===== src/rtl/css_pkg.sv =====
// package for the chip-select and stretch block: offsets, field positions, reset values
// assumes one 10 MHz clock and a byte-wide register file behind Avalon-MM
package css_pkg;
  // ----------------------------------------
  // register word indices (byte address = 4 * index)
  // ----------------------------------------
  localparam logic [7:0] CSS_IDX_STRETCH = 8'h5a;  // select_stretch_config
  localparam logic [7:0] CSS_IDX_CTL = 8'h5b;  // select_control_reg
  localparam logic [7:0] CSS_IDX_G1START = 8'h5c;  // gen1_start_reg
  localparam logic [7:0] CSS_IDX_G1CTL = 8'h5d;  // gen1_control_reg
  localparam logic [7:0] CSS_IDX_G2START = 8'h5e;  // gen2_start_reg
  localparam logic [7:0] CSS_IDX_G2CTL = 8'h5f;  // gen2_control_reg
  localparam logic [7:0] CSS_IDX_WINSIZE = 8'h60;  // window_size_reg
  // ----------------------------------------
  // field positions
  // ----------------------------------------
  localparam int CSS_STR_IO = 6;  // io stretch pair
  localparam int CSS_STR_G1 = 4;  // gen1 stretch pair
  localparam int CSS_STR_G2 = 2;  // gen2 stretch pair
  localparam int CSS_STR_PR = 0;  // program stretch pair
  localparam int CSS_CTL_IO_SEL_ENABLE = 7;  // io_sel_enable
  localparam int CSS_CTL_IOAV = 6;  // io_sel_addr_valid
  localparam int CSS_CTL_IO_SEL_POLARITY = 5;  // io_sel_polarity
  localparam int CSS_CTL_IO_SEL_SIZE = 4;  // io_sel_size
  localparam int CSS_CTL_PEN = 2;  // prog_sel_enable
  localparam int CSS_CTL_PSZ = 0;  // prog_size_hi:lo at 1:0
  localparam int CSS_CTL_PRIO = 3;  // general_over_program_priority
  localparam int CSS_GC_ONTO = 7;  // gen1_onto_gen2 (gen1 only)
  localparam int CSS_GC_ONTOP = 6;  // onto program
  localparam int CSS_GC_POL = 5;  // polarity
  localparam int CSS_GC_AV = 4;  // address valid
  localparam int CSS_WS_MX1 = 6;  // gen1_expanded_map
  localparam int CSS_WS_MX2 = 7;  // gen2_expanded_map
  // ----------------------------------------
  // reset values
  // ----------------------------------------
  localparam logic [7:0] CSS_RST_STRETCH = 8'h00;  // low bit added in normal modes
  localparam logic [7:0] CSS_RST_CTL = 8'h04;  // program select on, io off
  localparam logic [7:0] CSS_RST_ZERO = 8'h00;
  // fixed ranges
  localparam logic [15:0] CSS_IO_BASE4K = 16'h1000;
  localparam logic [15:0] CSS_IO_TOP = 16'h1fff;
endpackage : css_pkg


===== src/rtl/css_chip_select.sv =====
// chip-select decode, polarity, combining and E clock stretch for four selects
// assumes the CPU presents a 16-bit address, a 19-bit expanded address and window hits,
// sets busStart at the beginning of each bus cycle, and follows eClkOut / eHigh
// Behaviour
// - stretch only inside owning select's range
// - hold external E high extra periods
// - internal clock never stretched
// - stretch field 00..11 gives 0..3 cycles
// - stretch register field layout io,g1,g2,prog
// - reset clears stretch, program low bit normal
// - io select off at reset, validity bit
// - io select polarity bit
// - io range 4K or 8K fixed
// - program size picks top-of-map range
// - priority bit orders general against program
// - general select off at zero size
// - general size 2K to 512K or window
// - general select validity bit each
// - general select polarity bit each
// - gen1 ORed onto gen2 pin
// - gen1 ORed onto program pin
// - gen2 ORed onto program pin
// - gen2 64K or 512K space
// - gen1 64K or 512K space
// - start register compares size-valid bits
//
// Decided for this implementation: the Avalon-MM slave port.
`timescale 1ns/1ps
module css_chip_select
  import css_pkg::*;
(
  input wire logic clk,
  input wire logic arst_n,
  input wire logic specialModeFlag,  // strap, level from pin
  input wire logic [15:0] cpuAddr,  // same-clock CPU address
  input wire logic [18:0] expAddr,  // expanded address
  input wire logic win1Hit,  // address in expansion window 1
  input wire logic win2Hit,  // address in expansion window 2
  input wire logic busStart,  // one-cycle pulse: a bus cycle begins
  input wire logic [9:0] avs_address,
  input wire logic avs_read,
  input wire logic avs_write,
  input wire logic [31:0] avs_writedata,
  input wire logic [3:0] avs_byteenable,
  output logic [31:0] avs_readdata,
  output logic avs_waitrequest,
  output logic eClkOut,  // external E clock
  output logic eHigh,  // internal E phase, never stretched
  output logic ioRangeSelect,
  output logic generalSelectOne,
  output logic generalSelectTwo,
  output logic programMemorySelect
);
  // ----------------------------------------
  // reset release and strap capture
  // ----------------------------------------
  logic rstMeta_reg, rstSync_reg;
  logic smMeta_reg, smSync_reg;
  // reset released through two flops
  always_ff @(posedge clk or negedge arst_n) begin
    if (!arst_n) begin
      rstMeta_reg <= 1'b0;
      rstSync_reg <= 1'b0;
    end else begin
      rstMeta_reg <= 1'b1;
      rstSync_reg <= rstMeta_reg;
    end
  end
  wire rstN = rstSync_reg;
  // mode pin synchroniser
  always_ff @(posedge clk or negedge arst_n) begin
    if (!arst_n) begin
      smMeta_reg <= 1'b0;
      smSync_reg <= 1'b0;
    end else begin
      smMeta_reg <= specialModeFlag;
      smSync_reg <= smMeta_reg;
    end
  end
  // ----------------------------------------
  // registers
  // ----------------------------------------
  logic [7:0] stretchCfg_reg, ctl_reg, g1Start_reg, g1Ctl_reg, g2Start_reg, g2Ctl_reg;
  logic [7:0] winSize_reg;
  logic strapDone_reg;  // program low stretch bit taken once after release
  logic ack_reg;  // one wait cycle then answer
  logic [7:0] idx;
  logic hit;
  assign idx = avs_address[7:0];
  assign hit = (avs_read || avs_write) && !ack_reg;
  // writes take effect at the edge where waitrequest is low
  always_ff @(posedge clk or negedge rstN) begin
    if (!rstN) begin
      stretchCfg_reg <= CSS_RST_STRETCH;
      ctl_reg <= CSS_RST_CTL;
      g1Start_reg <= CSS_RST_ZERO;
      g1Ctl_reg <= CSS_RST_ZERO;
      g2Start_reg <= CSS_RST_ZERO;
      g2Ctl_reg <= CSS_RST_ZERO;
      winSize_reg <= CSS_RST_ZERO;
      strapDone_reg <= 1'b0;
    end else begin
      strapDone_reg <= 1'b1;
      // normal modes get a one-cycle program stretch, caught after release
      if (!strapDone_reg) begin
        stretchCfg_reg[CSS_STR_PR] <= !smSync_reg;
      end else if (avs_write && ack_reg && avs_byteenable[0] && avs_address[9:8] == 2'b00) begin
        if (idx == CSS_IDX_STRETCH) begin
          stretchCfg_reg <= avs_writedata[7:0];
        end else if (idx == CSS_IDX_CTL) begin
          ctl_reg <= avs_writedata[7:0];
        end else if (idx == CSS_IDX_G1START) begin
          g1Start_reg <= avs_writedata[7:0];
        end else if (idx == CSS_IDX_G1CTL) begin
          g1Ctl_reg <= avs_writedata[7:0];
        end else if (idx == CSS_IDX_G2START) begin
          g2Start_reg <= avs_writedata[7:0];
        end else if (idx == CSS_IDX_G2CTL) begin
          g2Ctl_reg <= {1'b0, avs_writedata[6:0]};  // top bit not implemented
        end else if (idx == CSS_IDX_WINSIZE) begin
          winSize_reg <= avs_writedata[7:0];
        end
      end
    end
  end
  // bus answer: waitrequest high for the first cycle of each request
  always_ff @(posedge clk or negedge rstN) begin
    if (!rstN) begin
      ack_reg <= 1'b0;
      avs_waitrequest <= 1'b1;
      avs_readdata <= 32'h0000_0000;
    end else begin
      ack_reg <= hit;
      // low for exactly the cycle in which ack_reg is high
      avs_waitrequest <= !hit;
      if (hit && avs_read) begin
        // unmapped words read zero
        if (avs_address[9:8] != 2'b00) begin
          avs_readdata <= 32'h0000_0000;
        end else if (idx == CSS_IDX_STRETCH) begin
          avs_readdata <= {24'h000000, stretchCfg_reg};
        end else if (idx == CSS_IDX_CTL) begin
          avs_readdata <= {24'h000000, ctl_reg};
        end else if (idx == CSS_IDX_G1START) begin
          avs_readdata <= {24'h000000, g1Start_reg};
        end else if (idx == CSS_IDX_G1CTL) begin
          avs_readdata <= {24'h000000, g1Ctl_reg};
        end else if (idx == CSS_IDX_G2START) begin
          avs_readdata <= {24'h000000, g2Start_reg};
        end else if (idx == CSS_IDX_G2CTL) begin
          avs_readdata <= {24'h000000, g2Ctl_reg};
        end else if (idx == CSS_IDX_WINSIZE) begin
          avs_readdata <= {24'h000000, winSize_reg};
        end else begin
          avs_readdata <= 32'h0000_0000;
        end
      end
    end
  end
  // waitrequest leaves a flop like every other output, so the master sees no glitch
  // ----------------------------------------
  // range decode
  // ----------------------------------------
  // general select range match; shift = log2(size) bits to ignore
  function automatic logic genMatch(input logic [3:0] sz, input logic [7:0] start,
                                    input logic mx, input logic [15:0] a16,
                                    input logic [18:0] a19, input logic w1,
                                    input logic w2);
    logic [18:0] a;
    logic [18:0] base;
    logic [18:0] mask;
    logic res;
    a = mx ? a19 : {3'b000, a16};
    base = {(mx ? start[7:5] : 3'b000), start[4:0], 11'h000};
    mask = 19'h7ffff;
    res = 1'b0;
    if (sz == 4'h0) begin
      res = 1'b0;
    end else if (sz == 4'ha) begin
      res = w1;
    end else if (sz == 4'hb) begin
      res = w2;
    end else if (sz >= 4'h9) begin
      res = mx ? 1'b1 : 1'b1;  // 512K covers all
    end else begin
      // five-bit sum: code 1 (2K) needs a shift of 11, code 8 (256K) a shift of 18,
      // which a four-bit sum would wrap and so wreck the expanded-map decode
      mask = 19'h7ffff << (5'd10 + {1'b0, sz});
      if (!mx && sz >= 4'h6) begin
        res = 1'b1;  // 64K or more covers the whole CPU space
      end else begin
        res = ((a ^ base) & mask) == 19'h00000;
      end
    end
    return res;
  endfunction : genMatch
  logic ioHit, prHit, g1Hit, g2Hit, g1Win, g2Win, prWin;
  always_comb begin
    // fixed io range
    ioHit = ctl_reg[CSS_CTL_IO_SEL_ENABLE] && (cpuAddr <= CSS_IO_TOP) &&
            (!ctl_reg[CSS_CTL_IO_SEL_SIZE] || cpuAddr >= CSS_IO_BASE4K);
    // program select occupies top of map
    case (ctl_reg[CSS_CTL_PSZ +: 2])
      2'b00: prHit = 1'b1;
      2'b01: prHit = cpuAddr[15];
      2'b10: prHit = &cpuAddr[15:14];
      default: prHit = &cpuAddr[15:13];
    endcase
    prHit = prHit && ctl_reg[CSS_CTL_PEN];
    g1Hit = genMatch(g1Ctl_reg[3:0], g1Start_reg, winSize_reg[CSS_WS_MX1], cpuAddr,
                     expAddr, win1Hit, win2Hit);
    g2Hit = genMatch(g2Ctl_reg[3:0], g2Start_reg, winSize_reg[CSS_WS_MX2], cpuAddr,
                     expAddr, win1Hit, win2Hit);
    // priority between general and program on overlap
    if (ctl_reg[CSS_CTL_PRIO]) begin
      prWin = prHit && !g1Hit && !g2Hit;
      g1Win = g1Hit;
      g2Win = g2Hit && !g1Hit;
    end else begin
      prWin = prHit;
      g1Win = g1Hit && !prHit;
      g2Win = g2Hit && !g1Hit && !prHit;
    end
  end
  // ----------------------------------------
  // E clock and stretch
  // ----------------------------------------
  // E toggles every clock; a stretch holds the external copy high for extra periods
  logic eHigh_next;
  logic [2:0] stretchCnt_reg;  // remaining half periods of hold
  logic [1:0] stretchSel;
  always_comb begin
    eHigh_next = !eHigh;
    // stretch taken from the select that owns the access
    if (ioHit) begin
      stretchSel = stretchCfg_reg[CSS_STR_IO +: 2];
    end else if (g1Win) begin
      stretchSel = stretchCfg_reg[CSS_STR_G1 +: 2];
    end else if (g2Win) begin
      stretchSel = stretchCfg_reg[CSS_STR_G2 +: 2];
    end else if (prWin) begin
      stretchSel = stretchCfg_reg[CSS_STR_PR +: 2];
    end else begin
      stretchSel = 2'b00;
    end
  end
  // internal phase never pauses so timers keep time
  always_ff @(posedge clk or negedge rstN) begin
    if (!rstN) begin
      eHigh <= 1'b0;
    end else begin
      eHigh <= eHigh_next;
    end
  end
  // external E: after its normal high phase it stays high 2*N extra edges
  always_ff @(posedge clk or negedge rstN) begin
    if (!rstN) begin
      stretchCnt_reg <= 3'd0;
      eClkOut <= 1'b0;
    end else if (stretchCnt_reg != 3'd0) begin
      stretchCnt_reg <= stretchCnt_reg - 3'd1;
      eClkOut <= 1'b1;
    end else if (busStart && eHigh && stretchSel != 2'b00) begin
      stretchCnt_reg <= {stretchSel, 1'b0} - 3'd1;
      eClkOut <= 1'b1;
    end else begin
      eClkOut <= eHigh_next;
    end
  end
  // ----------------------------------------
  // outputs: validity, combining, polarity
  // ----------------------------------------
  logic extHigh;
  assign extHigh = eHigh_next || (stretchCnt_reg != 3'd0) ||
                   (busStart && eHigh && stretchSel != 2'b00);
  logic ioV, g1V, g2V, g1Pin, g2Pin, prPin;
  always_comb begin
    ioV = ioHit && (ctl_reg[CSS_CTL_IOAV] || extHigh);
    g1V = g1Win && (g1Ctl_reg[CSS_GC_AV] || extHigh);
    g2V = g2Win && (g2Ctl_reg[CSS_GC_AV] || extHigh);
    g2Pin = g2V || (g1V && g1Ctl_reg[CSS_GC_ONTO]);
    if (g2Ctl_reg[CSS_GC_ONTOP]) begin
      g2Pin = 1'b0;  // gen2 moved to program pin
    end
    g1Pin = g1V && !g1Ctl_reg[CSS_GC_ONTO] && !g1Ctl_reg[CSS_GC_ONTOP];
    prPin = prWin || (g1V && g1Ctl_reg[CSS_GC_ONTOP]) ||
            (g2V && g2Ctl_reg[CSS_GC_ONTOP]) ||
            (g1V && g1Ctl_reg[CSS_GC_ONTO] && g2Ctl_reg[CSS_GC_ONTOP]);
  end
  // registered pins with polarity
  always_ff @(posedge clk or negedge rstN) begin
    if (!rstN) begin
      ioRangeSelect <= 1'b1;
      generalSelectOne <= 1'b1;
      generalSelectTwo <= 1'b1;
      programMemorySelect <= 1'b1;
    end else begin
      ioRangeSelect <= ioV ~^ ctl_reg[CSS_CTL_IO_SEL_POLARITY];
      generalSelectOne <= g1Pin ~^ g1Ctl_reg[CSS_GC_POL];
      generalSelectTwo <= g2Pin ~^ g2Ctl_reg[CSS_GC_POL];
      programMemorySelect <= !prPin;
    end
  end
endmodule : css_chip_select


===== config.mk =====
export PLATFORM = sky130hd
export DESIGN_NAME = css_chip_select
export DESIGN_NICKNAME = d
export VERILOG_FILES = /design/src/rtl/css_pkg.sv /design/src/rtl/css_chip_select.sv
export SDC_FILE = /design/constraint.sdc
export NUM_CORES = 1
export LEC_CHECK = 0
export ABC_AREA = 0
export BUFFER_PORTS_ARGS = -buffer_cell sky130_fd_sc_hd__buf_2
export CAP_MARGIN = 25
export CORE_UTILIZATION = 40
export CTS_BUF_LIST = sky130_fd_sc_hd__clkbuf_8
export CTS_CLUSTER_DIAMETER = 120
export DETAILED_ROUTE_END_ITERATION = 10
export PLACE_DENSITY = 0.68
export REMOVE_ABC_BUFFERS = 1
export SYNTH_ARGS = -nofsm -noshare
export SYNTH_HDL_FRONTEND = slang
export SYNTH_SLANG_ARGS = --single-unit

===== constraint.sdc =====
create_clock -name clk -period 6.6 [get_ports clk]
set_clock_uncertainty 0.2 [all_clocks]
set_input_delay 0.66 -clock clk [delete_from_list [all_inputs] [get_ports clk]]
set_output_delay 0.66 -clock clk [all_outputs]
set_load 0.01 [all_outputs]

==> impl_results.md, run 1 <==
- Worst reg2reg path startpoint: g2Ctl_reg[1]
- Cells along the critical path: inv_1 > ha_1 > or3b_1 > a211oi_1 > o21ai_1 > a211oi_1 > nand3_1 > o21ai_2 > nand3_1 > o211ai_1 > o311ai_1 > ha_1 > nor2_1 > or3_1 > nor2_1 > or3b_2 > a221oi_2 > xnor2_1
- Clock-pin slew on the worst setup and hold paths: 80 ps
- Ys flop type: dfrtp_1
- Dpl ws: 1560 ps
- Port bufs: 76
- Synth top cells by count: dfrtp_1, mux2_2, nand2_1, a21oi_1, buf_4
- CP peak stage delay: 590 ps
- Count of cell types in the netlist: 77
- Max Cap Viol: 0
- Comb pwr share: 0.128
- Root Buffer: clkbuf_8
- Switching share of power: 0.259
- FMAX: 0.191 GHz
- Synth area leader: dfrtp_1
- Drt wl/cell: 17.8 um
- Syn Std Cell Area: 5070 sq um
- Core ar.: 12200 sq um
- Clk_lat worst skew: 350 ps
- CP max-delay cell: dfrtp_1
- First-pass GRT wire length: 21.2 mm
- Asr flop ratio synth: 1.00
- Final hold viol count: 0
- Crit path required time: 6680 ps
- Number of CTS-inserted buffers: 9
- Initial Utilization: 0.417
- Number of global-route vias before repair: 4069
- Worst R2R End: generalSelectTwo
- # nets final: 668
- Rows: 40
- Final ANT Viol Nets: 0
- CP endpoint kind: register
- P_int: 0.777 mW
- WP data arrival: 5300 ps
- Status: completed
- Setup Viol. Count Final: 0
- CTS tree: done
- # DRC: 0
- Drt pass-1 iters: 5
- Iteration-0 DRC Markers: 303
- Share of the synthesized area in the top cell type: 0.360
- Post-synthesis sequential area ratio: 0.391
- GPL Wtd Cong: 0.887
- Initial antenna violation count: 0
- Reg area: 1990 sq um
- Slew Viols, Final: 0
- Setup TNS: 0 ps
- Htree depth: 3
- Worst-Margin Slew: 997 ps
- Worst slew margin: 0.335
- Area of the multi-input gates: 2820 sq um
- Final worst slack: 1380 ps
- Power density over the cells: 183 nW/um^2
- WL final: 13.2 mm
- Peak supply drop: 117 uV
- Seq cells post-synth: 79
- Die height: 115 um
- Kind of start point of the critical path: register
- Dpl hpwl: 9.93 mm
- Synth top area cells: dfrtp_1, mux2_2, mux2i_1
- Post-Syn Area per Cell: 10.1 sq um
- EDFF count, synth: 0
- Clock power share: 0.381
- Hold Path Class: reg2async
- Die Area: 13100 sq um
- Count leader, synth: dfrtp_1
- Final worst-path cycle share: 0.791
- Via Count: 4169
- CTS resizes: 0
- Share of cells above drive strength 1: 0.299
- Clk sinks: 79
- Global route overflow: 0
- FILL cells: 1148
- Longest Clk Path Bufs: 2
- Total Routing Usage GR: 0.210
- Leak: 2.61 nW
- WS Path Type: reg2reg
- Avg Vias per Cell: 5.61
- R2r setup slk: 1380 ps
- Synth Warn #: 0
- # IOs: 128
- # diodes: 0
- Post-synthesis cell count: 501
- Die width: 115 um
- CP Max Fanout: 13
- Final core occ: 0.470
- Largest net degree at the start of global routing: 54
- Minimum clock period: 5220 ps
- RSZ-0062 raised after global routing: false
- Seq pwr share: 0.491
- Area Growth Syn to Fin: 12.8%
- P_sw: 0.271 mW
- Worst Reg-to-Reg Cells: 18
critical path, delay by kind of cell (launching register included):
kind	cells	cell delay, ps
flops	1	590
buf+inv	1	200
simple gates	7	1620
fa+ha+maj	2	710
compound gates	7	1670
xor+xnor	1	170
metal layers:
layer / track usage / vias to the layer above / share of wire
li1: - / 1929 / -
met1: 0.281 / 2054 / 0.45
met2: 0.350 / 162 / 0.48
met3: 0.0328 / 24 / 0.049
met4: 0.0623 / 0 / 0.020
met5: 0 / - / 0
cell families after synthesis:
logic type | count (synthesis) | share of synthesized area
AOI/OAI and AO/OA | 126 | 0.169
and+or+nand+nor | 111 | 0.117
muxes | 87 | 0.191
DFF | 79 | 0.391
buffers and inverters | 65 | 0.0696
xor gates and xnor gates | 20 | 0.0346
adders and majority gates | 11 | 0.0264
other | 2 | 0.00148
layout by cell type (no fill, tap or decap), types with 9 or more instances in the layout:
cell type and n:
a211oi_1 10, a21oi_1 28, a22oi_1 9, buf_2 76, clkbuf_8 10, conb_1 26, dfrtp_1 72, ha_1 9
inv_1 18, mux2_1 11, mux2_2 51, mux2i_1 23, nand2_1 33, nand2b_1 9, nor2_1 21, o21ai_0 21
o21ai_1 9, xnor2_1 9, xor2_1 11
repair_timing:
item                       in CTS  in global routing
hold endpoints to repair        4                  0
buffers inserted                0                  0
hold buffers                    1                  0
setup endpoints to repair       0                  0
how the worst max path moves through the flow:
stage	startpoint	end	slack (ps)	depth (start not counted)
floorplan	winSize_reg[6]	generalSelectTwo	2320	16
global placement	g2Ctl_reg[1]	programMemorySelect	1650	18
detailed placement	g2Ctl_reg[1]	generalSelectTwo	1560	18
CTS	g2Ctl_reg[1]	generalSelectTwo	1500	18
global route	g2Ctl_reg[1]	generalSelectTwo	1140	18
finish	g2Ctl_reg[1]	generalSelectTwo	1380	18
power by group through the flow:
stage          clock network, mW  logic, mW  registers, mW
2_1_floorplan                  0     0.0714          0.527
3_3_place_gp                   0      0.129          0.523
6_report                   0.400      0.134          0.514
5_1_grt                    0.424      0.152          0.517
3_5_place_dp                   0      0.134          0.524
4_1_cts                    0.403      0.135          0.514
through the flow:
step | hold WS [ps] | cell area (sq um) | power [mW] | instances
after global routing | 95.2 | 5720 | 1.09 | 743
after global placement | 44.1 | 5490 | 0.651 | 726
final | 40.8 | 5720 | 1.05 | 743
after floorplan | 131 | 4890 | 0.598 | 481
after detailed placement | 51.6 | 5490 | 0.657 | 726
after CTS | 55.8 | 5720 | 1.05 | 743
cell type report:
cell class / instances / share of cell area
Clock buffer: 10 / 0.0241
Multi-Input combinational cell: 381 / 0.494
Tap cell: 168 / 0.0368
Sequential cell: 79 / 0.347
Inverter: 21 / 0.0138
Clock inverter: 6 / 0.0147
Timing Repair Buffer: 78 / 0.0696
(Power assumes the default switching activity.)
==> run 2: changes to the inputs <==
--- a/config.mk
+++ b/config.mk
@@ -12,7 +12,7 @@
 export CTS_BUF_LIST = sky130_fd_sc_hd__clkbuf_8
 export CTS_CLUSTER_DIAMETER = 120
 export DETAILED_ROUTE_END_ITERATION = 10
-export PLACE_DENSITY = 0.68
+export PLACE_DENSITY = 0.7
 export REMOVE_ABC_BUFFERS = 1
 export SYNTH_ARGS = -nofsm -noshare
 export SYNTH_HDL_FRONTEND = slang
==> constraint.sdc (replaced) <==
create_clock -name clk -period 4.8 [get_ports clk]
set_clock_uncertainty 0.2 [all_clocks]
set_input_delay 0.48 -clock clk [delete_from_list [all_inputs] [get_ports clk]]
set_output_delay 0.48 -clock clk [all_outputs]
set_load 0.01 [all_outputs]
==> run 2 against run 1 <==
- hold slack gained 5.3 ps
- largest power group unchanged
- sequential power grew 38%
- final area grew 2.1%
- global-route usage grew 0.61 points
- routed wire length grew 1.7%
- first-iteration DRC count shrank 3.6%
- via count grew 0.46%
- sequential cell count is the same
- largest cell class unchanged
==> impl_results.md, run 2 (synthesis gave the netlist of run 1 again) <==
- Worst Reg-to-Reg Cells: 18
- Post-DP Area: 5580 sq um
- Rows: 40
- Non-Filler Instances: 755
- CP Max Fanout: 5
- Worst R2R End: generalSelectTwo
- Area of the multi-input gates: 2850 sq um
- Initial antenna violation count: 0
- Worst-Margin Slew: 905 ps
- # DRC: 0
- CP endpoint kind: register
- Slew Viols, Final: 0
- Buffers and inverters on the worst path: 1
- Power density over the cells: 246 nW/um^2
- CP peak stage delay: 490 ps
- Drt wl/cell: 17.8 um
- Crit path required time: 4880 ps
- Max Cap Viol: 0
- Global route overflow: 0
- WS Path Type: reg2reg
- Longest Clk Path Bufs: 2
- CTS tree: done
- Peak supply drop: 162 uV
- Minimum clock period: 4570 ps
- Postcts setup bufs: 0
- CP max-delay cell: or3b_2
- Hold Slack: 46.1 ps
- Design Area, Final: 5840 sq um
- Area Growth Syn to Fin: 15.2%
- R2r setup slk: 230 ps
- Leak: 2.66 nW
- Iteration-0 DRC Markers: 292
- WL final: 13.4 mm
- Cells along the critical path: inv_1 > ha_1 > or3b_1 > a211oi_1 > o21ai_1 > a211oi_2 > nand3_1 > o21ai_4 > nand3_1 > o211ai_1 > o311ai_1 > ha_1 > nor2_1 > or3_1 > nor2_1 > or3b_2 > a221oi_4 > xnor2_1
- Largest net degree at the start of global routing: 42
- # IOs: 128
- Hold Path Class: in2reg
- First-pass GRT wire length: 21.8 mm
- Final ANT Viol Nets: 0
- Total number of cells along the worst setup path: 18
- Clock-pin slew on the worst setup and hold paths: 80 ps
- Via Count: 4188
- Clk_lat worst skew: 340 ps
- Placed Cells: 738
- Number of CTS-inserted buffers: 9
- Root Buffer: clkbuf_8
- RSZ-0062 raised after global routing: true
- CP top delay family: simple AND/OR/NAND/NOR gates
- Clk sinks: 79
- Final worst-path cycle share: 0.953
- WP data arrival: 4650 ps
- GPL Wtd Cong: 0.923
- Die Area: 13100 sq um
- Share of cells above drive strength 1: 0.319
- Avg Vias per Cell: 5.55
- # nets final: 680
- Worst reg2reg path startpoint: g2Ctl_reg[1]
- Number of global-route vias before repair: 4108
- Die width: 115 um
- Worst slew margin: 0.392
- Initial Utilization: 0.417
- Final hold viol count: 0
- Reg area: 1990 sq um
- FMAX: 0.219 GHz
- Worst Setup EP: generalSelectTwo
- Port bufs: 76
- Htree depth: 3
- Die height: 115 um
- Setup Viol. Count Final: 0
- FILL cells: 1142
- Dpl hpwl: 10.4 mm
- Most frequent cells in the layout: buf_2, dfrtp_1, mux2_2
- Kind of start point of the critical path: register
- Total Routing Usage GR: 0.216
- Critical Path Source: g2Ctl_reg[1]
- # diodes: 0
- Drt pass-1 iters: 5
- Most common cell after layout, fill and taps aside: buf_2
- Core ar.: 12200 sq um
- Status: completed
==> run 2: cell count changes in the layout (fill, tap and decap cells not counted), moves of 2 or more <==
cell	before	now
clkinv_2	3	1
ha_1	9	7
buf_4	1	13
ha_2	0	2
==> run 2: where the power goes <==
part	leakage (nW)	internal (mW)	switching (mW)
combinational	1.52	0.0746	0.111
clock	0.114	0.305	0.239
sequential	1.03	0.690	0.0191
==> run 2: how the worst min path moves through the flow <==
stage / from / end / slack [ps] / cells past startpoint
final: specialModeFlag / smMeta_reg / 50 / 1
after global routing: specialModeFlag / smMeta_reg / 30 / 1
after CTS: specialModeFlag / smMeta_reg / 40 / 1
after detailed placement: arst_n / smMeta_reg / 90 / 1
after global placement: arst_n / smMeta_reg / 80 / 1
after floorplan: arst_n / rstMeta_reg / -20 / 0
==> run 2: worst register-to-register path, delay by kind of cell (launching register included) <==
kind	cells	cell delay [ps]
and+or+nand+nor	7	1610
DFF	1	380
AOI/OAI and AO/OA	7	1510
xor gates and xnor gates	1	160
adders and majority gates	2	510
buffers and inverters	1	140
==> run 2: layout make-up <==
type                    instances  share of cell area
clock buffers                  10              0.0236
clock inverters                 6              0.0146
inverters                      21              0.0135
multi-input cells             381               0.488
flip-flops and latches         79               0.340
well taps                     168              0.0360
repair buffers                 90              0.0836
==> run 2: layer usage <==
layer,wire (um),GRT usage,share of wire,up-vias
li1,-,-,-,1960
met1,6220,0.298,0.46,2057
met2,6430,0.360,0.48,157
met3,660,0.0265,0.049,14
met4,138,0.0528,0.010,0
met5,0,0,0,-
==> run 2: repair_timing <==
| item | CTS | global route |
|---|---|---|
| setup endpoints to repair | 0 | 2 |
| hold buffers | 1 | 0 |
| resized for setup | 0 | 6 |
| endpoints found under the hold margin | 4 | 0 |
==> run 2: through the flow <==
stage,setup TNS [ps],power (mW),utilization,setup WS [ps]
after floorplan,0,0.822,-,516
after global placement,0,0.897,0.458,303
after detailed placement,0,0.907,0.458,213
after CTS,0,1.45,0.478,175
after global routing,-17.5,1.51,0.480,-13.3
final,0,1.44,0.480,228
==> run 3: changes to the inputs <==
--- a/config.mk
+++ b/config.mk
@@ -5,7 +5,7 @@
 export SDC_FILE = /design/constraint.sdc
 export NUM_CORES = 1
 export LEC_CHECK = 0
-export ABC_AREA = 0
+export ABC_AREA = 1
 export BUFFER_PORTS_ARGS = -buffer_cell sky130_fd_sc_hd__buf_2
 export CAP_MARGIN = 25
 export CORE_UTILIZATION = 40
@@ -14,6 +14,8 @@
 export DETAILED_ROUTE_END_ITERATION = 10
 export PLACE_DENSITY = 0.7
 export REMOVE_ABC_BUFFERS = 1
+export SETUP_SLACK_MARGIN = 0.02
+export SLEW_MARGIN = 10
 export SYNTH_ARGS = -nofsm -noshare
 export SYNTH_HDL_FRONTEND = slang
 export SYNTH_SLANG_ARGS = --single-unit
==> run 3 against run 2 <==
- sequential power about the same
- die area up 4.7%
- critical path depth up 8
- final area up 1.5%
- sequential share of layout area down 0.52 points
- fmax up 13%
- register-to-register slack better by 530 ps
- clock power down 8.8%
- via count up 21%
- critical path type unchanged
- cell count up 34%
==> impl_results.md, run 3 <==
- Minimum clock period: 4040 ps
- # DRC: 0
- RSZ-0062 raised after global routing: false
- Max Cap Viol: 0
- Most common cell after layout, fill and taps aside: nand2_1
- Share of cells above drive strength 1: 0.171
- Setup Viol. Count Final: 0
- Root Buffer: clkbuf_8
- Hold Path Class: in2reg
- Most frequent cells in the layout: nand2_1, o21ai_0, inv_1
- Status: completed
- Clk_lat worst skew: 350 ps
- Non-Filler Instances: 1008
- Final hold viol count: 0
- Clk sinks: 79
- Post-synthesis sequential area ratio: 0.374
- EDFF count, synth: 0
- Final ANT Viol Nets: 0
- Initial antenna violation count: 0
- Number of CTS-inserted buffers: 9
- Via Count: 5075
- Most used cell, CP: nor2_1
- Share of the synthesized area in the top cell type: 0.344
- Power, Total: 1.39 mW
- Synth top area cells: dfrtp_1, nand2_1, o21ai_0
- Number of global-route vias before repair: 4526
- Placed Cells: 991
- Avg Vias per Cell: 5.03
- WS Path Type: reg2reg
- Total Routing Usage GR: 0.223
- Post-DP Area: 5720 sq um
- Synth Warn #: 0
- Worst slew margin: 0.458
- CTS tree: done
- Die width: 117 um
- Seq cells post-synth: 79
- Clock-pin slew on the worst setup and hold paths: 90 ps
- Iteration-0 DRC Markers: 455
- Post-synthesis cell count: 760
- Global route overflow: 0
- Initial Utilization: 0.416
- Drt wl/cell: 14.5 um
- Count leader, synth: nand2_1
- GPL Wtd Cong: 0.910
- Core ar.: 12800 sq um
- Post-Syn Area per Cell: 6.99 sq um
- Rows: 41
- Dpl hpwl: 11.2 mm
- CP Max Fanout: 10
- First-pass GRT wire length: 23.0 mm
- Htree depth: 3
- Worst-Margin Slew: 813 ps
- WP data arrival: 4120 ps
- Port bufs: 76
- FMAX: 0.247 GHz
- Kind of start point of the critical path: register
- Longest Clk Path Bufs: 2
- Slew Viols, Final: 0
- CTS resizes: 0
- Drt pass-1 iters: 5
- Design Area, Final: 5920 sq um
- Die height: 117 um
- Setup TNS: 0 ps
- CP peak stage delay: 530 ps
- Die Area: 13700 sq um
- Asr flop ratio synth: 1.00
- Syn Std Cell Area: 5310 sq um
- Count of cell types in the netlist: 48
- Largest net degree at the start of global routing: 39
- # nets final: 929
- WL final: 14.7 mm
- Peak supply drop: 141 uV
- CP max-delay cell: dfrtp_1
- Synth top cells by count: nand2_1, o21ai_0, inv_1, dfrtp_1, nor2_1
- Crit path required time: 4870 ps
- CP endpoint kind: register
- Synth area leader: dfrtp_1
- Leak: 2.93 nW
- Final worst-path cycle share: 0.842
- # IOs: 128
- Power density over the cells: 235 nW/um^2
- Area Growth Syn to Fin: 11.5%
- # diodes: 0
- Ys flop type: dfrtp_1
run 3: changes by cell type after synthesis, moves of 8 or more:
cell,previous run,this run
o21ai_0,21,96
xor2_1,11,3
nand2b_1,9,0
mux2_1,11,0
nor2_1,21,51
xnor2_1,9,1
mux2_2,51,0
nand3_1,7,47
a22oi_1,9,1
a211oi_1,10,2
nand2_1,33,233
a21oi_1,28,17
mux2i_1,23,1
inv_1,18,76
run 3: metrics by stage:
step / worst slack [ps] / utilization / hold WS, ps
6_report: 757 / 0.464 / 27.1
2_1_floorplan: 1420 / - / -15.6
5_1_grt: 312 / 0.464 / 12.2
3_5_place_dp: 803 / 0.448 / 88.7
3_3_place_gp: 819 / 0.448 / 87.1
4_1_cts: 771 / 0.464 / 16.3
run 3: power breakdown:
group | internal, mW | switching (mW)
logic | 0.0697 | 0.119
clock network | 0.242 | 0.254
registers | 0.690 | 0.0169
total | 1.00 | 0.389
run 3: critical path: cells and delay by family (launching register included):
family          cells  cell delay [ps]
simple gates       16             1580
fa+ha+maj           2              560
xor+xnor            1              190
buf+inv             4              420
compound gates      3              470
flops               1              530
run 3: path summary, 6_finish.rpt:
path                            slack [ps]                 to  cells past startpoint       startpoint
max in group asynchronous             3230     g2Start_reg[4]                      1             rstN
worst max register to register         760   generalSelectOne                     26     g2Ctl_reg[1]
min in group asynchronous              170  stretchCfg_reg[0]                      0             rstN
worst min register to register         150               rstN                      0      rstMeta_reg
worst max-delay path                   760   generalSelectOne                     26     g2Ctl_reg[1]
worst min-delay path                    30         smMeta_reg                      1  specialModeFlag
run 3: cells by family after synthesis:
kind of cell / count (synthesis) / synth area share
AOI/OAI and AO/OA: 152 / 0.161
xor gates and xnor gates: 4 / 0.00660
adders and majority gates: 9 / 0.0212
buffers and inverters: 131 / 0.119
DFF: 79 / 0.374
muxes: 1 / 0.00188
other: 2 / 0.00141
and+or+nand+nor: 382 / 0.315
run 3: routing by layer:
| layer | part of all wire | vias to the layer above | global-route usage |
|---|---|---|---|
| met1 | 0.47 | 2318 | 0.323 |
| met2 | 0.46 | 184 | 0.351 |
| met3 | 0.055 | 16 | 0.0263 |
| met5 | 0 | - | 0 |
| met4 | 0.014 | 0 | 0.0591 |
| li1 | - | 2557 | - |
run 3: final cells by class:
| type | instances | area (sq um) |
|---|---|---|
| multi-input cells | 574 | 2790 |
| well taps | 172 | 215 |
| clock buffers | 9 | 124 |
| repair buffers | 80 | 413 |
| inverters | 87 | 329 |
| flip-flops and latches | 79 | 1990 |
| clock inverters | 7 | 72.6 |
| fillers | 1324 | 6850 |
run 3: timing repair:
| action | in CTS | in global routing |
|---|---|---|
| endpoints found under the hold margin | 4 | 0 |
| hold buffers | 1 | 0 |
| buffers inserted | 0 | 0 |
